**config.mk**
```make
export PLATFORM = sky130hd
export DESIGN_NAME = smd_decoder
export DESIGN_NICKNAME = d
export VERILOG_FILES = /design/src/shared/smd_pkg.sv /design/src/rtl/smd_op_decode.sv /design/src/rtl/smd_slot_mask.sv /design/src/rtl/smd_decoder.sv
export SDC_FILE = /design/constraint.sdc
export NUM_CORES = 1
export LEC_CHECK = 0
export ABC_CLOCK_PERIOD_IN_PS = 2050
export BUFFER_PORTS_ARGS = -buffer_cell sky130_fd_sc_hd__buf_2
export CORE_MARGIN = 2
export CORE_UTILIZATION = 47
export DETAILED_ROUTE_END_ITERATION = 8
export PLACE_DENSITY = 0.77
export SYNTH_ARGS = -nofsm -noshare
export SYNTH_HDL_FRONTEND = slang
export SYNTH_SLANG_ARGS = --single-unit
```
**constraint.sdc**
```tcl
create_clock -name clk -period 2.05 [get_ports clk]
set_clock_uncertainty 0.05 [all_clocks]
set_input_delay 0.41 -clock clk [delete_from_list [all_inputs] [get_ports clk]]
set_output_delay 0.41 -clock clk [all_outputs]
set_load 0.01 [all_outputs]
```
**src/shared/smd_pkg.sv**
```systemverilog
// Constants, enumerations and carrier structs for the surface message descriptor decoder.
// ===========================================================================
// Overview of operation
// - Typed read/write bit 13 picks header mask half; ignored without header.
// - Bits 11:8 mask alpha, blue, green, red; zero means the channel is present.
// - Untyped read/write bits 13:12: quad read only, sixteen, eight, reserved.
// - Atomic bit 13 enables result writeback; clear means no writeback.
// - Atomic bits 11:8 select the operation from and through pre-decrement.
// - Untyped atomic bit 12 picks sixteen/eight; counter needs 1; 1110b reserved.
// - Counter atomics carry no address; target comes from surface counter field.
// - Counter access with counter disabled is out of bounds: no write, reads zero.
// - Counter atomics share untyped atomic source and writeback formats.
// - Header mask in dword 7 bits 15:0; use depends on slot mode and group.
// - Without a header the header mask behaves as all ones.
// - Payload is addresses, then write data or atomic sources.
// - Address registers are length minus header minus data registers; in two-slot quad mode the code leaves them zero.
// - Atomic read and write to a location are indivisible.
// - Writes outside the surface are dropped.
package smd_pkg;

  // ===========================================================================
  // Descriptor fields
  localparam int DESC_W = 14;
  localparam int SLOT_GROUP_BIT = 13;
  localparam int RETURN_BIT = 13;
  localparam int ATOMIC_SEL_BIT = 12;
  localparam int MODE_HI = 13;
  localparam int MODE_LO = 12;
  localparam int FIELD_HI = 11;
  localparam int FIELD_LO = 8;
  localparam logic [1:0] MODE_CODE_QUAD = 2'h0;
  localparam logic [1:0] MODE_CODE_SIXTEEN = 2'h1;
  localparam logic [1:0] MODE_CODE_EIGHT = 2'h2;
  localparam logic [3:0] CHAN_ALL_MASKED = 4'hF;
  localparam logic [3:0] WMASK_RGBA = 4'h0;
  localparam logic [3:0] WMASK_RGB = 4'h8;
  localparam logic [3:0] WMASK_RG = 4'hC;
  localparam logic [3:0] WMASK_R = 4'hE;

  // ===========================================================================
  // Header and payload sizes
  localparam int MASK_W = 16;
  localparam int HALF_W = 8;
  localparam int QUAD_W = 4;
  localparam int LEN_W = 4;
  localparam int CNT_W = 5;
  localparam logic [CNT_W-1:0] HEADER_REGS = 5'h01;

  // ===========================================================================
  // Register port
  localparam int ADDR_W = 8;
  localparam int DATA_W = 32;
  localparam logic [ADDR_W-1:0] REG_CTRL = 8'h00;
  localparam logic [ADDR_W-1:0] REG_STATUS = 8'h04;
  localparam logic [ADDR_W-1:0] REG_LAST_BAD = 8'h08;
  localparam int CTRL_ENABLE_BIT = 0;
  localparam int CTRL_CHECK_BIT = 1;
  localparam logic [1:0] CTRL_RESET = 2'h3;
  localparam int COUNT_W = 16;

  typedef enum logic [3:0] {
    atomic_compare_write_64 = 4'h0, atomic_and = 4'h1, atomic_or = 4'h2,
    atomic_xor = 4'h3, atomic_move = 4'h4, atomic_increment = 4'h5,
    atomic_decrement = 4'h6, atomic_add = 4'h7, atomic_subtract = 4'h8,
    atomic_reverse_subtract = 4'h9, atomic_signed_max = 4'hA,
    atomic_signed_min = 4'hB, atomic_unsigned_max = 4'hC,
    atomic_unsigned_min = 4'hD, atomic_compare_write = 4'hE,
    atomic_pre_decrement = 4'hF
  } smd_atomic_op_type;

  typedef enum logic [3:0] {
    kind_typed_read, kind_typed_write, kind_untyped_read, kind_untyped_write,
    kind_typed_atomic, kind_typed_atomic_quad, kind_untyped_atomic,
    kind_untyped_atomic_quad, kind_counter_atomic, kind_counter_atomic_quad
  } smd_kind_type;

  typedef enum logic [1:0] {
    two_slot_quad_mode, eight_slot_mode, sixteen_slot_mode, reserved_mode
  } smd_mode_type;

  typedef struct packed {
    smd_kind_type kind;
    logic [DESC_W-1:0] desc;
    logic header_present;
    logic [MASK_W-1:0] header_mask;
    logic [MASK_W-1:0] exec_mask;
    logic [LEN_W-1:0] msg_length;
    logic counter_enable;
    logic [DATA_W-1:0] counter_addr;
    logic out_of_bounds;
  } smd_msg_type;

  typedef struct packed {
    smd_kind_type kind;
    smd_mode_type mode;
    logic [3:0] chan_mask;
    logic slot_group;
    logic return_en;
    smd_atomic_op_type op;
    logic [MASK_W-1:0] slot_mask;
    logic [CNT_W-1:0] addr_regs;
    logic [CNT_W-1:0] data_regs;
    logic [CNT_W-1:0] addr_params;
    logic use_counter_addr;
    logic [DATA_W-1:0] target_addr;
    logic mem_modify;
    logic read_zero;
    logic indivisible;
    logic malformed;
  } smd_decode_type;

endpackage : smd_pkg

```
**src/rtl/smd_op_decode.sv**
```systemverilog
// Atomic operation code decoder with source register count.
`timescale 1ns/100ps
`default_nettype none
module smd_op_decode (
  // Operation field and message class
  input wire logic [3:0] op_code,
  input wire logic untyped_class,
  input wire logic counter_class,
  // Decoded operation
  output smd_pkg::smd_atomic_op_type op,
  output logic [1:0] source_units,
  output logic op_reserved
);
  import smd_pkg::*;

  // ===========================================================================
  // Decode
  always_comb begin
    op = smd_atomic_op_type'(op_code);
    op_reserved = (op == atomic_compare_write_64) && !untyped_class;
    if (counter_class && op == atomic_compare_write) begin
      op_reserved = 1'b1;
    end
    unique case (op)
      atomic_increment, atomic_decrement, atomic_pre_decrement: source_units = 2'h0;
      atomic_compare_write: source_units = 2'h2;
      // Two 64-bit sources are four eight-slot registers.
      atomic_compare_write_64: source_units = 2'h0;
      default: source_units = 2'h1;
    endcase
  end

endmodule : smd_op_decode
`default_nettype wire

```
**src/rtl/smd_slot_mask.sv**
```systemverilog
// Effective slot mask from execution mask and header pixel mask.
`timescale 1ns/100ps
`default_nettype none
module smd_slot_mask (
  // Masks
  input wire logic [15:0] exec_mask,
  input wire logic [15:0] header_mask,
  input wire logic header_present,
  // Selection
  input wire smd_pkg::smd_mode_type mode,
  input wire logic use_high,
  // Result
  output logic [15:0] slot_mask
);
  import smd_pkg::*;

  logic [MASK_W-1:0] hmask;

  always_comb begin
    hmask = header_present ? header_mask : '1;
    slot_mask = '0;
    unique case (mode)
      sixteen_slot_mode: slot_mask = exec_mask & hmask;
      eight_slot_mode: begin
        slot_mask[HALF_W-1:0] = exec_mask[HALF_W-1:0] &
            (use_high ? hmask[MASK_W-1:HALF_W] : hmask[HALF_W-1:0]);
      end
      two_slot_quad_mode: begin
        slot_mask[0] = |exec_mask[QUAD_W-1:0];
        slot_mask[1] = |exec_mask[HALF_W-1:QUAD_W];
      end
      reserved_mode: slot_mask = '0;
    endcase
  end

endmodule : smd_slot_mask
`default_nettype wire

```
**src/rtl/smd_decoder.sv**
```systemverilog
// Surface read, write and atomic message descriptor decoder with register port.
`timescale 1ns/100ps
`default_nettype none
module smd_decoder (
  // Clock and reset
  input wire logic clk,
  input wire logic resetn,
  // Incoming message
  input wire logic msg_valid,
  input wire smd_pkg::smd_msg_type msg,
  // Decoded message
  output logic dec_valid,
  output smd_pkg::smd_decode_type dec,
  // Register port
  input wire logic [smd_pkg::ADDR_W-1:0] reg_addr,
  input wire logic [smd_pkg::DATA_W-1:0] reg_wdata,
  input wire logic reg_write,
  input wire logic reg_read,
  output logic [smd_pkg::DATA_W-1:0] reg_rdata
);
  import smd_pkg::*;

  // ===========================================================================
  // Declarations
  logic [1:0] ctrl_reg;
  logic [COUNT_W-1:0] bad_count_reg;
  logic [COUNT_W-1:0] msg_count_reg;
  logic [DESC_W-1:0] last_bad_desc_reg;
  smd_kind_type last_bad_kind_reg;
  logic dec_valid_reg;
  smd_decode_type dec_reg;
  logic [DATA_W-1:0] rdata_reg;
  smd_decode_type dec_next;
  smd_mode_type mode_next;
  logic group_next;
  logic is_typed_rw;
  logic is_untyped_rw;
  logic is_atomic;
  logic is_counter;
  logic is_untyped_class;
  logic is_quad_variant;
  logic is_write;
  logic is_read;
  logic mode_bad;
  logic issuer_bad;
  logic len_bad;
  logic op_reserved;
  logic [1:0] source_units;
  smd_atomic_op_type op_dec;
  logic [MASK_W-1:0] slot_mask;
  logic [CNT_W-1:0] chan_count;
  logic [CNT_W-1:0] data_units;
  logic [CNT_W-1:0] data_regs;
  logic [CNT_W-1:0] hdr_regs;
  logic [CNT_W-1:0] len_ext;
  logic [CNT_W-1:0] overhead;
  logic [CNT_W-1:0] addr_regs;
  logic [CNT_W-1:0] addr_params;
  logic accept;
  logic [DESC_W-1:0] desc;
  logic [3:0] field;

  // ===========================================================================
  // Message classification
  assign desc = msg.desc;
  assign field = desc[FIELD_HI:FIELD_LO];
  assign is_typed_rw = (msg.kind == kind_typed_read) || (msg.kind == kind_typed_write);
  assign is_untyped_rw = (msg.kind == kind_untyped_read) ||
      (msg.kind == kind_untyped_write);
  assign is_counter = (msg.kind == kind_counter_atomic) ||
      (msg.kind == kind_counter_atomic_quad);
  assign is_atomic = !is_typed_rw && !is_untyped_rw;
  assign is_untyped_class = (msg.kind == kind_untyped_atomic) ||
      (msg.kind == kind_untyped_atomic_quad);
  assign is_quad_variant = (msg.kind == kind_typed_atomic_quad) ||
      (msg.kind == kind_untyped_atomic_quad) ||
      (msg.kind == kind_counter_atomic_quad);
  assign is_write = (msg.kind == kind_typed_write) || (msg.kind == kind_untyped_write);
  assign is_read = (msg.kind == kind_typed_read) || (msg.kind == kind_untyped_read);
  assign accept = msg_valid && ctrl_reg[CTRL_ENABLE_BIT];

  // ===========================================================================
  // Operation decoder
  smd_op_decode u_op (
    .op_code(field),
    .untyped_class(is_untyped_class),
    .counter_class(is_counter),
    .op(op_dec),
    .source_units(source_units),
    .op_reserved(op_reserved)
  );

  // ===========================================================================
  // Slot mode
  always_comb begin
    mode_next = eight_slot_mode;
    mode_bad = 1'b0;
    if (is_untyped_rw) begin
      unique case (desc[MODE_HI:MODE_LO])
        MODE_CODE_QUAD: mode_next = two_slot_quad_mode;
        MODE_CODE_SIXTEEN: mode_next = sixteen_slot_mode;
        MODE_CODE_EIGHT: mode_next = eight_slot_mode;
        default: mode_next = reserved_mode;
      endcase
      mode_bad = (mode_next == reserved_mode) ||
          (mode_next == two_slot_quad_mode && is_write);
    end else if (is_quad_variant) begin
      mode_next = two_slot_quad_mode;
    end else if (msg.kind == kind_untyped_atomic) begin
      mode_next = desc[ATOMIC_SEL_BIT] ? eight_slot_mode : sixteen_slot_mode;
    end else if (msg.kind == kind_counter_atomic) begin
      mode_next = desc[ATOMIC_SEL_BIT] ? eight_slot_mode : reserved_mode;
      mode_bad = !desc[ATOMIC_SEL_BIT];
    end
  end

  // ===========================================================================
  // Slot mask
  always_comb begin
    group_next = 1'b0;
    if (is_typed_rw) begin
      group_next = desc[SLOT_GROUP_BIT];
    end
    if (msg.kind == kind_typed_atomic) begin
      group_next = desc[ATOMIC_SEL_BIT];
    end
  end

  smd_slot_mask u_mask (
    .exec_mask(msg.exec_mask),
    .header_mask(msg.header_mask),
    .header_present(msg.header_present),
    .mode(mode_next),
    .use_high(group_next),
    .slot_mask(slot_mask)
  );

  // ===========================================================================
  // Payload lengths
  always_comb begin
    chan_count = '0;
    for (int i = 0; i < 4; i++) begin
      chan_count = chan_count + {{(CNT_W-1){1'b0}}, ~field[i]};
    end
    data_units = '0;
    if (is_write) begin
      data_units = chan_count;
    end else if (is_atomic) begin
      data_units = (op_dec == atomic_compare_write_64 && is_untyped_class) ?
          5'h04 : {3'h0, source_units};
    end
    data_regs = (mode_next == sixteen_slot_mode) ? {data_units[CNT_W-2:0], 1'b0} :
        data_units;
    hdr_regs = msg.header_present ? HEADER_REGS : '0;
    len_ext = {{(CNT_W-LEN_W){1'b0}}, msg.msg_length};
    overhead = hdr_regs + data_regs;
    addr_regs = '0;
    len_bad = 1'b0;
    if (mode_next == sixteen_slot_mode || mode_next == eight_slot_mode) begin
      if (len_ext < overhead) begin
        len_bad = 1'b1;
      end else begin
        addr_regs = len_ext - overhead;
      end
    end
    if (is_counter) begin
      addr_regs = '0;
      len_bad = len_ext != overhead;
    end
    addr_params = (mode_next == sixteen_slot_mode) ? {1'b0, addr_regs[CNT_W-1:1]} :
        addr_regs;
  end

  // ===========================================================================
  // Issuer checks
  always_comb begin
    issuer_bad = 1'b0;
    if ((is_typed_rw || msg.kind == kind_untyped_read) && field == CHAN_ALL_MASKED) begin
      issuer_bad = 1'b1;
    end
    if (msg.kind == kind_untyped_write && field != WMASK_RGBA && field != WMASK_RGB &&
        field != WMASK_RG && field != WMASK_R) begin
      issuer_bad = 1'b1;
    end
    if ((is_typed_rw || msg.kind == kind_typed_atomic ||
         msg.kind == kind_typed_atomic_quad) && !msg.header_present) begin
      issuer_bad = 1'b1;
    end
  end

  // ===========================================================================
  // Decoded record
  always_comb begin
    dec_next.kind = msg.kind;
    dec_next.mode = mode_next;
    dec_next.slot_group = group_next;
    dec_next.chan_mask = is_atomic ? '0 : field;
    dec_next.return_en = is_atomic ? desc[RETURN_BIT] : is_read;
    dec_next.op = is_atomic ? op_dec : atomic_and;
    dec_next.slot_mask = slot_mask;
    dec_next.addr_regs = addr_regs;
    dec_next.data_regs = data_regs;
    dec_next.addr_params = addr_params;
    dec_next.use_counter_addr = is_counter;
    dec_next.target_addr = is_counter ? msg.counter_addr : '0;
    dec_next.malformed = mode_bad || len_bad || (is_atomic && op_reserved) ||
        (ctrl_reg[CTRL_CHECK_BIT] && issuer_bad);
    dec_next.mem_modify = (is_write || is_atomic) && !dec_next.malformed &&
        !msg.out_of_bounds && !(is_counter && !msg.counter_enable);
    dec_next.read_zero = msg.out_of_bounds || (is_counter && !msg.counter_enable);
    dec_next.indivisible = is_atomic && dec_next.mem_modify;
  end

  // ===========================================================================
  // Output stage
  always_ff @(posedge clk or negedge resetn) begin
    if (!resetn) begin
      dec_valid_reg <= 1'b0;
    end else begin
      dec_valid_reg <= accept;
    end
  end

  always_ff @(posedge clk or negedge resetn) begin
    if (!resetn) begin
      dec_reg <= '0;
    end else if (accept) begin
      dec_reg <= dec_next;
    end
  end

  // ===========================================================================
  // Registers
  always_ff @(posedge clk or negedge resetn) begin
    if (!resetn) begin
      ctrl_reg <= CTRL_RESET;
    end else if (reg_write && reg_addr == REG_CTRL) begin
      ctrl_reg <= reg_wdata[1:0];
    end
  end

  // A count write and a new event in one cycle: the event wins over the clear.
  always_ff @(posedge clk or negedge resetn) begin
    if (!resetn) begin
      bad_count_reg <= '0;
      msg_count_reg <= '0;
    end else begin
      if (accept && dec_next.malformed) begin
        bad_count_reg <= bad_count_reg + 16'h0001;
      end else if (reg_write && reg_addr == REG_STATUS) begin
        bad_count_reg <= '0;
      end
      if (accept) begin
        msg_count_reg <= msg_count_reg + 16'h0001;
      end else if (reg_write && reg_addr == REG_STATUS) begin
        msg_count_reg <= '0;
      end
    end
  end

  always_ff @(posedge clk or negedge resetn) begin
    if (!resetn) begin
      last_bad_desc_reg <= '0;
      last_bad_kind_reg <= kind_typed_read;
    end else if (accept && dec_next.malformed) begin
      last_bad_desc_reg <= desc;
      last_bad_kind_reg <= msg.kind;
    end
  end

  always_ff @(posedge clk or negedge resetn) begin
    if (!resetn) begin
      rdata_reg <= '0;
    end else if (reg_read) begin
      unique case (reg_addr)
        REG_CTRL: rdata_reg <= {30'h0000_0000, ctrl_reg};
        REG_STATUS: rdata_reg <= {msg_count_reg, bad_count_reg};
        REG_LAST_BAD: rdata_reg <= {14'h0000, last_bad_kind_reg, last_bad_desc_reg};
        default: rdata_reg <= '0;
      endcase
    end else begin
      rdata_reg <= '0;
    end
  end

  assign dec_valid = dec_valid_reg;
  assign dec = dec_reg;
  assign reg_rdata = rdata_reg;

endmodule : smd_decoder
`default_nettype wire

```
=== Word level (Yosys, flattened, before mapping) ===
Cells that the tools add are included.

* Add/subtract/negate cells: 7
* Order comparisons: 1
* Eq/ne operators: 25
* Mux-type cells: 45
* Bitwise gates (word level): 6
* Reduce and logical (&&, ||, !) cells: 61

{| class="wikitable"
|+ Operator list
! kind !! number
|-
| $pmux 32 s3 || 1
|-
| $mux 16 || 4
|-
| $mux 32 || 2
|-
| $add 16x1->16 const B || 2
|-
| $mux 5 || 5
|-
| $eq 4x3->1 const B || 6
|-
| $logic_and 1x1->1 || 22
|-
| $logic_or 1x1->1 || 18
|-
| $and 16x16->16 || 1
|-
| $eq 4x4->1 const B || 4
|-
| $mux 8 || 2
|-
| $mux 1 || 15
|-
| $mux 2 || 7
|-
| $mux 4 || 3
|-
| $ne 4x4->1 const B || 3
|-
| $pmux 6 s2 || 1
|-
| $reduce_or 4->1 || 3
|-
| $logic_not 1->1 || 9
|-
| $and 8x8->8 || 1
|-
| $eq 2x2->1 const B || 4
|-
| $eq 4x2->1 const B || 2
|-
| $eq 8x3->1 const B || 1
|-
| $eq 8x4->1 const B || 1
|-
| $logic_not 4->1 || 2
|-
| 18 further kinds || 26
|}

* Flip-flop bits (word level): 169
* Input port bits: 134
* Output and inout bits: 117
* Logic and storage cells: 168

=== Logic depth before layout (Yosys ltp) ===
Gate-level depths: netlist (run 1).

* Depth after elaboration: 20
* Mapped depth: 21
* Gate-level depth less buffers: 18

=== By module ===
From an unflattened synthesis (run 1), not the netlist that was laid out.

* Cells, all modules: 867
* Area total of the unflattened synthesis: 8210.4 um2

{| class="wikitable"
|+ By module, submodules not included
! module !! instances !! cells an instance !! area each (um2) !! seq. area each (um2)
|-
| smd_decoder || 1 || 774 || 7658.6 || 4206.5
|-
| smd_slot_mask || 1 || 80 || 454.2 || 0.0
|-
| smd_op_decode || 1 || 13 || 97.6 || 0.0
|}

=== Worst setup path after synthesis (run 1) ===
OpenSTA, ideal clock, no wires.

* Path kind: input -> register
* From: input port msg[87] (netlist name)
* To: register bad_count_reg[15]
* Library setup time: 0.126 ns
* Data arrival time: 4.392 ns
* Required time: 1.874 ns
* Slack: -2.518 ns
* Stages: 20
* Path buffers: 4
* Path through: clkbuf_1 -> or3b_2 -> a21oi_1 -> a21oi_1 -> inv_1 -> ha_1 -> clkbuf_1 -> clkbuf_1 -> nor2_1 -> ha_1 -> ha_1 -> xnor2_1 -> ha_1 -> and4_1 -> a21oi_1 -> a221oi_2 -> o2111a_2 -> nor2_8 -> buf_6 -> a221o_1

{| class="wikitable"
|+ RTL lines
! element !! line !! RTL
|-
| start: declaration || smd_decoder.sv:10 || <nowiki>input wire smd_pkg::smd_msg_type msg,</nowiki>
|-
| end signal: assignment || smd_decoder.sv:249 || <nowiki>bad_count_reg <= bad_count_reg + 16'h0001;</nowiki>
|-
| end: declaration || smd_decoder.sv:26 || <nowiki>logic [COUNT_W-1:0] bad_count_reg;</nowiki>
|}

=== Worst setup path after layout (run 1) ===
* From: input port msg[82] (netlist name)
* To: register bad_count_reg[6]

* Cells in the longest elaborated chain, start to end: 17
* Elaborated cells on any way between the ends: 43
* Those cells by class: 2 x add/sub; 1 x order compare; 8 x eq/ne; 13 x mux; 1 x bitwise; 18 x reduce/logical

{| class="wikitable"
|+ RTL lines
! element !! line !! RTL
|-
| $eq 4x4->1 (tied with other cells) || smd_op_decode.sv:24 || <nowiki>unique case (op)</nowiki>
|-
| $reduce_or 4->1 (no line) || n/a ||
|-
| $pmux 2 s2 || smd_op_decode.sv:24 ||
|-
| $mux 3 || smd_decoder.sv:149 || <nowiki>data_units = (op_dec == atomic_compare_write_64 && is_untyped_class) ?</nowiki>
|-
| $mux 3 || smd_decoder.sv:148 || <nowiki>end else if (is_atomic) begin</nowiki>
|-
| $mux 4 * || smd_decoder.sv:146 || <nowiki>if (is_write) begin</nowiki>
|-
| $mux 5 * || smd_decoder.sv:152 || <nowiki>data_regs = (mode_next == sixteen_slot_mode) ? {data_units[CNT_W-2:0], 1'b0} :</nowiki>
|-
| named net data_regs[1] || smd_decoder.sv:53 || <nowiki>logic [CNT_W-1:0] data_regs;</nowiki>
|-
| $add 1x5->5 * || smd_decoder.sv:156 || <nowiki>overhead = hdr_regs + data_regs;</nowiki>
|-
| $lt 4x5->1 || smd_decoder.sv:160 || <nowiki>if (len_ext < overhead) begin</nowiki>
|-
| $mux 1 || smd_decoder.sv:160 ||
|-
| $mux 1 || smd_decoder.sv:159 || <nowiki>if (mode_next == sixteen_slot_mode || mode_next == eight_slot_mode) begin</nowiki>
|-
| $mux 1 * || smd_decoder.sv:166 || <nowiki>if (is_counter) begin</nowiki>
|-
| $logic_or 1x1->1 * (3 in a row) || smd_decoder.sv:206 || <nowiki>dec_next.malformed = mode_bad || len_bad || (is_atomic && op_reserved) ||</nowiki>
|-
| $logic_and 1x1->1 * || smd_decoder.sv:248 || <nowiki>if (accept && dec_next.malformed) begin</nowiki>
|-
| $mux 16 or $reduce_bool 2->1 (tied branches) || n/a ||
|}

The timed path passes the listed nets; every way through them passes the cells marked *.
A chain may end at the register's enable or synchronous reset.

==> flow_metrics.py, run 1 <==
metrics = {
    "logic_synthesis": {
        "synth_enable_flop_cells": 0,
        "syn-num-nets": 958,
        "avgSynthCellArea_um2": 9.97,
        "yosysSeqAreaShare": 0.524,
        "ys.warnings.count": 0,
        "synth_cell_types": 66,
        "synth_common_cells": "dfrtp_1, nand2_1, nor2_1",
        "yosysMostFrequentCell": "dfrtp_1",
        "synth.area.top_cells": "dfrtp_1, nand2_1, nand3_1",
        "synth_top_area_share": 0.517,
        "ys_ff_latch": 168,
        "synth_ff_type": "dfrtp_1",
        "yosysTopAreaCell": "dfrtp_1",
        "synthArstFlopShare": 1.00,
        "syn_inst": 805,
        "synth_area_um2": 8030,
    },
    "outcome": {
        "violations": "negative setup slack",
        "status": "complete, but fails checks",
    },
    "clock_tree": {
        "clock_path_buffers": 2,
        "tritoncts": "yes",
        "clockRootBuffer": "clkbuf_16",
        "clk_latency_ns": 0.42,
        "clock_sinks": 168,
        "clk_pin_slew_ns": 0.07,
        "cts_made_buffers": 17,
        "cts_max_level": 4,
    },
    "setup_path": {
        "r2r_cells": 8,
        "worstPathMaxFanout": 4,
        "worstPathRequired_ns": 2.30,
        "r2r_end": "last_bad_desc_reg[1]",
        "rrSetupSlack_ns": -0.11,
        "cp-start-kind": "primary input",
        "cp_data_arrival_time_ns": 4.02,
        "critPathKind": "primary input to flop",
        "critPathCaptureType": "flop",
        "r2r_start": "ctrl_reg[1]",
    },
    "global_route": {
        "grt_usage": 0.249,
        "grt_pass1_vias": 7067,
        "grt_max_degree": 81,
        "grt_pass1_wl_um": 35700,
        "antenna_found_initial": 2,
        "grt-ovfl-total": 0,
    },
    "floorplanning": {
        "initial_core_util": 0.482,
        "die_x_um": 135,
        "design.core.area_um2": 16600,
        "dieHeight_um": 135,
        "placementRows": 47,
        "die_area_um2": 18100,
        "ioPinCount": 251,
    },
    "sta": {
        "fin_crit_ns": 3.77,
        "setup_viol": 63,
        "hold_viol_final": 0,
        "final_max_slew_viol_count": 0,
        "worst_slack_ns": -1.72,
        "fmax_mhz": 265,
        "relSlewSlack": 0.648,
        "period_share": 1.84,
        "worst_slew_pin_slew_ns": 0.523,
        "setup_tns_ns": -91.12,
        "rsz0062_at_grt": "yes",
    },
    "hold_path": {
        "min_to": "dec[33]",
        "hold-path-cell-count": 3,
        "hp-start": "msg[30]",
        "hold_class": "primary input to flop",
    },
    "power": {
        "pwr-share-comb": 0.190,
        "leakage_nw": 5.91,
        "power_switching_w": 0.00234,
        "p_per_area_nw_per_um2": 740,
        "p_seq_frac": 0.444,
        "swShare": 0.276,
        "internal_power_w": 0.00612,
        "peakVddDrop_mv": 0.615,
        "p_clk_frac": 0.366,
        "power_w": 0.00846,
    },
    "final_layout": {
        "largest_reg_flops": 83,
        "drive_gt1_frac": 0.423,
        "final_cells": 1357,
        "fin_nets": 1276,
        "nFillCells": 1241,
        "area_delta_synth_final_pct": 42.3,
        "finalCoreUtilization": 0.687,
    },
    "routing": {
        "met2_length_um": 11500,
        "detail_route.wl_per_cell_um": 16.9,
        "dr.first_iter.drc_count": 574,
        "wl_met3_um": 1560,
        "drc_errors": 0,
        "via_count": 7325,
        "ant_nets": 0,
        "wl_met1_um": 9340,
        "wl_um": 22900,
        "drt_pass1_iterations": 5,
        "via_per_inst": 5.40,
        "highest_layer": "met5",
    },
    "placement": {
        "gp_congestion": 0.882,
        "dp.cells": 1286,
        "numPortBuffers": 219,
        "dp_hpwl_um": 15300,
    },
    "flow_run": {
        "cap_violations": 0,
    },
}
[area by class of cell]
type / instances / area [um^2] / share of cell area
clock buffers: 21 / 460 / 0.0403
flip-flops and latches: 168 / 4210 / 0.368
well taps: 220 / 275 / 0.0241
multi-input cells: 568 / 3910 / 0.342
repair buffers: 351 / 2400 / 0.210
clock inverters: 11 / 113 / 0.00986
diodes: 1 / 2.50 / 0.000219
inverters: 17 / 66.3 / 0.00580
[worst max-delay path: stages]
cell	delay, ns
buf_8	0.08
inv_4	0.03
fa_1	0.49
ha_2	0.20
ha_4	0.27
nand2_4	0.04
mux2i_4	0.16
nor2_1	0.07
a21oi_2	0.21
nand3_1	0.12
xor2_1	0.16
ha_1	0.33
and4_4	0.25
a21oi_2	0.07
a221oi_2	0.20
o2111a_2	0.31
nor2_8	0.06
buf_8	0.13
buf_6	0.11
a221o_1	0.32
[metal layers]
metal,track usage,vias up
met2,0.410,250
li1,-,3487
met4,0.0749,2
met1,0.314,3548
met5,0,-
met3,0.0815,38
[what timing repair did]
item                       4_1_cts  5_1_grt
setup endpoints to repair       54       57
buffers inserted                13       29
pin swaps                       17       19
hold buffers                     1        0
gates cloned                     1        0
resized for setup               30       53
hold endpoints to repair        34        0
[how the worst max path moves through the flow]
stage	startpoint	endpoint	cells after the start
CTS	msg[82]	bad_count_reg[2]	20
detailed placement	msg[79]	bad_count_reg[6]	20
floorplan	msg[82]	last_bad_desc_reg[10]	19
global placement	msg[79]	bad_count_reg[7]	20
global route	msg[82]	bad_count_reg[2]	20
finish	msg[82]	bad_count_reg[6]	20
[power groups by stage]
stage	Combinational (W)	Clock [W]	Sequential [W]
after global placement	0.00138	0	0.00380
final	0.00160	0.00310	0.00376
after CTS	0.00149	0.00316	0.00375
after detailed placement	0.00141	0	0.00380
after global routing	0.00175	0.00331	0.00378
after floorplan	0.000631	0	0.00388
[kinds of logic after synthesis]
| kind of cell | after synthesis | synth area share |
|---|---|---|
| AND/OR/NAND/NOR | 356 | 0.208 |
| flip-flops | 168 | 0.524 |
| AO/OA/AOI/OAI | 149 | 0.134 |
| buffers and inverters | 69 | 0.0387 |
| multiplexers | 38 | 0.0578 |
| adder cells (fa/ha/maj) | 19 | 0.0315 |
| XOR/XNOR | 5 | 0.00546 |
| other | 1 | 0.000467 |
[stage by stage]
stage / hold WS, ns / instance area (um^2) / setup WS, ns
after detailed placement: 0.300 / 10100 / -2.31
after global routing: 0.139 / 11400 / -1.83
after CTS: 0.135 / 11000 / -1.68
after floorplan: 0.0644 / 8250 / -1.99
final: 0.147 / 11400 / -1.72
after global placement: 0.301 / 10100 / -2.18
[placed cells by master (no fill, tap or decap), types with 5 or more instances in the layout]
cell,instances
nor3_1,10
mux2_2,15
clkbuf_16,17
mux2_4,13
a21oi_1,11
nand3_1,56
a22o_1,10
a221o_1,14
buf_6,28
ha_1,10
inv_1,9
inv_2,6
nor2b_1,8
and3_1,16
mux2i_1,9
nand2_1,149
o21ai_0,25
nand4_1,7
a21oi_2,8
buf_2,213
buf_4,93
and2_1,6
nor2_1,56
a22oi_1,16
dfrtp_1,166
o211ai_1,12
buf_12,11
nand2b_1,5
o21ai_1,13
ha_4,5
Power figures use the tool's default switching activity.
==> inputs of run 2 (changes only) <==
--- a/config.mk
+++ b/config.mk
@@ -5,12 +5,14 @@
 export SDC_FILE = /design/constraint.sdc
 export NUM_CORES = 1
 export LEC_CHECK = 0
+export ABC_AREA = 1
 export ABC_CLOCK_PERIOD_IN_PS = 2050
 export BUFFER_PORTS_ARGS = -buffer_cell sky130_fd_sc_hd__buf_2
 export CORE_MARGIN = 2
-export CORE_UTILIZATION = 47
+export CORE_UTILIZATION = 46
 export DETAILED_ROUTE_END_ITERATION = 8
-export PLACE_DENSITY = 0.77
+export PLACE_DENSITY = 0.76
+export SKIP_CTS_REPAIR_TIMING = 1
 export SYNTH_ARGS = -nofsm -noshare
 export SYNTH_HDL_FRONTEND = slang
 export SYNTH_SLANG_ARGS = --single-unit
==> run 2 against run 1 <==
  * The run still ends with negative setup slack left
  * Sequential power is 3% higher
  * Non-clock buffer count down 40
  * Area after synthesis decreased by 1.7%
  * Clock power is 3% higher
  * Fmax is 12% higher
  * Final area decreased by 4.5%
  * Synthesized cell count increased by 20%
  * Total power increased by 1.9%
  * Wire length down 4.6%
==> flow_metrics.py, run 2 <==
metrics = {
    "clock_tree": {
        "clock_path_buffers": 2,
        "clockRootBuffer": "clkbuf_16",
        "tritoncts": "yes",
        "cts_made_buffers": 17,
        "clock_sinks": 168,
        "cts_max_level": 4,
        "clk_pin_slew_ns": 0.07,
        "clk_latency_ns": 0.42,
    },
    "logic_synthesis": {
        "yosysMostFrequentCell": "nand2_1",
        "ys_ff_latch": 168,
        "synth_cell_types": 42,
        "synthArstFlopShare": 1.00,
        "yosysSeqAreaShare": 0.533,
        "yosysTopAreaCell": "dfrtp_1",
        "synth_common_cells": "nand2_1, dfrtp_1, nand3_1",
        "avgSynthCellArea_um2": 8.20,
        "syn-num-nets": 1116,
        "synth_top_area_share": 0.526,
        "ys.warnings.count": 0,
        "synth_ff_type": "dfrtp_1",
        "synth_area_um2": 7890,
        "synth.area.top_cells": "dfrtp_1, nand2_1, nand3_1",
        "synth_enable_flop_cells": 0,
        "syn_inst": 963,
    },
    "hold_path": {
        "hold-path-cell-count": 3,
        "hold_class": "primary input to flop",
        "hp-start": "msg[19]",
    },
    "setup_path": {
        "critPathKind": "primary input to flop",
        "cp_data_arrival_time_ns": 3.62,
        "critPathCaptureType": "flop",
        "crit_start": "msg[80]",
        "r2r_start": "bad_count_reg[2]",
        "r2r_cells": 10,
        "r2r_end": "bad_count_reg[9]",
        "cpPeakStageDelay_ns": 0.53,
        "cp-start-kind": "primary input",
        "slowest_stage": "fa_1",
        "worstPathRequired_ns": 2.32,
        "cp-endpoint": "last_bad_desc_reg[7]",
        "worstPathMaxFanout": 8,
        "rrSetupSlack_ns": 0.11,
        "cp_common_cell": "nand2_2",
    },
    "floorplanning": {
        "design.core.area_um2": 16700,
        "dieHeight_um": 135,
        "placementRows": 47,
        "die_area_um2": 18200,
        "die_x_um": 135,
        "ioPinCount": 251,
        "initial_core_util": 0.473,
    },
    "placement": {
        "pre_cts_ws_ns": -1.84,
        "dp.cells": 1444,
        "numPortBuffers": 219,
        "place_area_um2": 9910,
        "dp_hpwl_um": 15000,
        "gp_congestion": 0.917,
    },
    "global_route": {
        "grt_max_degree": 71,
        "antenna_found_initial": 5,
        "grt_pass1_wl_um": 34900,
        "grt-ovfl-total": 0,
        "grt_usage": 0.239,
        "grt_pass1_vias": 7227,
    },
    "routing": {
        "ant_nets": 0,
        "detail_route.wl_per_cell_um": 14.7,
        "drc_errors": 0,
        "drt_pass1_iterations": 5,
        "dr.first_iter.drc_count": 544,
        "via_count": 7556,
        "via_per_inst": 5.07,
        "wl_um": 21900,
    },
    "outcome": {
        "status": "complete, but fails checks",
        "violations": "negative setup slack",
    },
    "power": {
        "peakVddDrop_mv": 0.613,
        "power_w": 0.00862,
        "p_per_area_nw_per_um2": 790,
        "leakage_nw": 5.86,
    },
    "sta": {
        "fmax_mhz": 298,
        "setup_viol": 47,
        "hold_viol_final": 0,
        "final_max_slew_viol_count": 0,
        "setup_tns_ns": -57.61,
        "period_share": 1.64,
        "rsz0062_at_grt": "yes",
        "worst_slack_ns": -1.31,
        "fin_crit_ns": 3.36,
    },
    "final_layout": {
        "register_area_um2": 4210,
        "nFillCells": 1388,
        "final_common_cell": "nand2_1",
        "drive_gt1_frac": 0.337,
        "area_delta_synth_final_pct": 38.2,
        "final_cells": 1489,
        "multi_input_area_um2": 3520,
        "largest_reg_flops": 83,
        "mostFrequentLayoutCells": "nand2_1, buf_2, dfrtp_1",
        "fin_nets": 1406,
        "design_area_um2": 10900,
    },
    "flow_run": {
        "cap_violations": 0,
    },
}
[run 2: cell count changes after synthesis, moves of 14 or more]
| cell | previous run | this run |
|---|---|---|
| nand4_1 | 7 | 22 |
| nand3_1 | 56 | 100 |
| nor2_1 | 61 | 77 |
| and3_1 | 16 | 0 |
| a22oi_1 | 16 | 1 |
| nand2_1 | 153 | 310 |
| a221o_1 | 14 | 0 |
| inv_1 | 16 | 70 |
| o21ai_0 | 40 | 60 |
[run 2: worst min path at each step]
stage	slack (ns)	to
2_1_floorplan	0.06	bad_count_reg[0]
3_3_place_gp	0.26	dec[30]
3_5_place_dp	0.26	dec[49]
4_1_cts	-0.20	dec[49]
5_1_grt	0.15	last_bad_desc_reg[3]
6_report	0.15	dec[22]
[run 2: area by class of cell]
cell class	count	share of cell area
flip-flops and latches	168	0.386
multi-input cells	679	0.323
repair buffers	311	0.184
clock buffers	19	0.0406
inverters	76	0.0273
well taps	220	0.0252
clock inverters	13	0.0131
diodes	3	0.000688
[run 2: per-layer routing]
layer / track usage / vias to the layer above / routed length (um)
met4: 0.0694 / 2 / 391
met3: 0.0612 / 33 / 1690
li1: - / 3701 / -
met2: 0.392 / 294 / 10600
met5: 0 / - / 17
met1: 0.315 / 3526 / 9210
[run 2: kinds of logic after synthesis]
group                      count (synthesis)  synth area share
buffers and inverters                    117            0.0594
muxes                                      2           0.00285
and+or+nand+nor                          531             0.284
adders and majority gates                 19            0.0320
AOI/OAI and AO/OA                        119            0.0816
other                                      1          0.000475
DFF                                      168             0.533
xor gates and xnor gates                   6           0.00666
[run 2: power breakdown]
part           total, W  switching, W  internal (W)
Combinational   0.00158      0.000888      0.000689
Sequential      0.00386      0.000214       0.00365
Clock           0.00318       0.00134       0.00184
Total           0.00862       0.00244       0.00618
[run 2: through the flow]
step / hold slack, ns / util
after floorplan: 0.0644 / -
after global placement: 0.256 / 0.593
after detailed placement: 0.259 / 0.593
after CTS: -0.202 / 0.628
after global routing: 0.152 / 0.653
final: 0.147 / 0.653
[run 2: worst max-delay path, delay by kind of cell]
kind,cells,cell delay [ns]
buffers and inverters,7,0.55
AOI/OAI and AO/OA,2,0.27
adders and majority gates,5,1.44
and+or+nand+nor,11,0.95
==> inputs of run 3 (changes only) <==
--- a/config.mk
+++ b/config.mk
@@ -6,12 +6,12 @@
 export NUM_CORES = 1
 export LEC_CHECK = 0
 export ABC_AREA = 1
-export ABC_CLOCK_PERIOD_IN_PS = 2050
+export ABC_CLOCK_PERIOD_IN_PS = 4100
 export BUFFER_PORTS_ARGS = -buffer_cell sky130_fd_sc_hd__buf_2
 export CORE_MARGIN = 2
-export CORE_UTILIZATION = 46
+export CORE_UTILIZATION = 55
 export DETAILED_ROUTE_END_ITERATION = 8
-export PLACE_DENSITY = 0.76
+export PLACE_DENSITY = 0.85
 export SKIP_CTS_REPAIR_TIMING = 1
 export SYNTH_ARGS = -nofsm -noshare
 export SYNTH_HDL_FRONTEND = slang
==> constraint.sdc (replaced) <==
create_clock -name clk -period 4.1 [get_ports clk]
set_clock_uncertainty 0.05 [all_clocks]
set_input_delay 0.82 -clock clk [delete_from_list [all_inputs] [get_ports clk]]
set_output_delay 0.82 -clock clk [all_outputs]
set_load 0.01 [all_outputs]
==> run 3 against run 2 <==
  * Clock-buffer cell count down 1
  * Via count grew 0.41%
  * Wire length down 1.8%
  * Clock power down 44%
  * Total power shrank 49%
  * Sequential share of layout area rose by 3.1 points
  * Core utilization increased by 7.1 points
  * Final area decreased by 7.5%
  * Non-clock buffer count decreased by 59
  * Critical path depth did not move
  * The run now ends clean
==> flow_metrics.py, run 3 (synthesis results as in run 2) <==
metrics = {
    "outcome": {
        "status": "finished clean",
    },
    "routing": {
        "drc_errors": 0,
        "ant_nets": 0,
        "wl_um": 21500,
        "highest_layer": "met5",
        "wl_met1_um": 8630,
        "via_count": 7587,
        "drt_pass1_iterations": 6,
        "dr.first_iter.drc_count": 640,
        "detail_route.wl_per_cell_um": 15.5,
        "wl_met3_um": 2030,
        "met2_length_um": 10300,
        "via_per_inst": 5.47,
    },
    "setup_path": {
        "worstPathRequired_ns": 4.36,
        "worstPathMaxFanout": 6,
        "critPathCaptureType": "flop",
        "cp_data_arrival_time_ns": 4.05,
        "cp-start-kind": "primary input",
        "r2r_cells": 7,
        "critPathKind": "primary input to flop",
    },
    "clock_tree": {
        "cts_max_level": 4,
        "clock_sinks": 168,
        "clk_pin_slew_ns": 0.06,
        "tritoncts": "yes",
        "clk_latency_ns": 0.42,
        "clock_path_buffers": 2,
        "cts_made_buffers": 17,
        "clockRootBuffer": "clkbuf_16",
    },
    "power": {
        "power_w": 0.00440,
        "peakVddDrop_mv": 0.381,
        "p_per_area_nw_per_um2": 436,
        "leakage_nw": 5.54,
    },
    "sta": {
        "final_max_slew_viol_count": 0,
        "relSlewSlack": 0.457,
        "worst_slew_pin_slew_ns": 0.811,
        "period_share": 0.926,
        "fmax_mhz": 263,
        "hold_viol_final": 0,
        "setup_tns_ns": 0,
        "setup_viol": 0,
        "fin_crit_ns": 3.80,
    },
    "placement": {
        "numPortBuffers": 219,
        "gp_congestion": 0.908,
        "dp.cells": 1351,
        "place_area_um2": 9310,
        "dp_hpwl_um": 14500,
    },
    "global_route": {
        "antenna_found_initial": 3,
        "grt-ovfl-total": 0,
        "grt_pass1_wl_um": 34000,
        "grt_pass1_vias": 7157,
        "grt_max_degree": 92,
        "grt_usage": 0.285,
    },
    "floorplanning": {
        "initial_core_util": 0.566,
        "design.core.area_um2": 13900,
        "die_x_um": 124,
        "die_area_um2": 15300,
        "placementRows": 43,
        "ioPinCount": 251,
        "dieHeight_um": 124,
    },
    "final_layout": {
        "nFillCells": 1061,
        "final_cells": 1386,
        "design_area_um2": 10100,
        "drive_gt1_frac": 0.259,
        "finalCoreUtilization": 0.724,
        "mostFrequentLayoutCells": "nand2_1, buf_2, dfrtp_1",
        "largest_reg_flops": 83,
        "final_common_cell": "nand2_1",
        "area_delta_synth_final_pct": 27.9,
        "fin_nets": 1346,
        "antenna_cells": 0,
    },
    "flow_run": {
        "cap_violations": 0,
    },
    "hold_path": {
        "hold_class": "primary input to async pin",
    },
}
## run 3: changes by cell type in the layout (fill, tap and decap cells not counted), sizes merged
cell,change
nand2,-1
dlygate4sd3,-1
clkbuf,-4
buf,-55
bufinv,+3
clkinv,-2
diode,-3
## run 3: worst paths after layout
path | endpoint | from | slack, ns
max | bad_count_reg[3] | msg[82] | 0.30
min | reg_rdata[24] | resetn | 0.42
max reg2reg | msg_count_reg[15] | ctrl_reg[0] | 1.62
min reg2reg | dec[8] | dec[8] | 0.43
max in group asynchronous | ctrl_reg[0] | resetn | 2.63
min in group clk | dec[8] | dec[8] | 0.43
## run 3: cell type report
cell class	instances	area, um^2	area share
Sequential cell	168	4210	0.417
Clock inverter	14	220	0.0218
Timing Repair Buffer	252	1440	0.143
Inverter	76	285	0.0283
Clock buffer	18	439	0.0435
Tap cell	180	225	0.0223
Multi-Input combinational cell	678	3270	0.324
## run 3: where the power goes
group	internal (W)	switching, W	total, W
logic	0.000269	0.000413	0.000682
registers	0.00182	0.000110	0.00193
clock network	0.00110	0.000679	0.00178
total	0.00319	0.00120	0.00440
## run 3: stage by stage
stage / setup WS [ns] / hold WS, ns
floorplan: 0.0691 / 0.392
global placement: -0.132 / 0.406
detailed placement: -0.211 / 0.410
CTS: 0.195 / 0.427
global route: -0.0232 / 0.449
finish: 0.304 / 0.416
## run 3: worst max-delay path, stage by stage
cell	delay [ns]
buf_2	0.09
inv_1	0.06
fa_1	0.49
ha_1	0.19
ha_1	0.27
nand3_1	0.10
nand2_2	0.09
inv_1	0.06
o21ai_2	0.20
ha_4	0.23
inv_1	0.05
ha_1	0.23
inv_1	0.06
nor2_1	0.03
o21ai_1	0.17
nand2_1	0.07
nand2_1	0.08
nand2_1	0.07
nand2_1	0.08
nand2_2	0.07
nand3_4	0.11
nand2_8	0.11
clkbuf_16	0.20
nand3_1	0.06
nand2_1	0.07
## run 3: metal layers
metal | vias to the layer above | global-route usage
met5 | - | 0
met4 | 4 | 0.0938
met3 | 52 | 0.0856
met2 | 368 | 0.470
met1 | 3584 | 0.361
li1 | 3579 | -
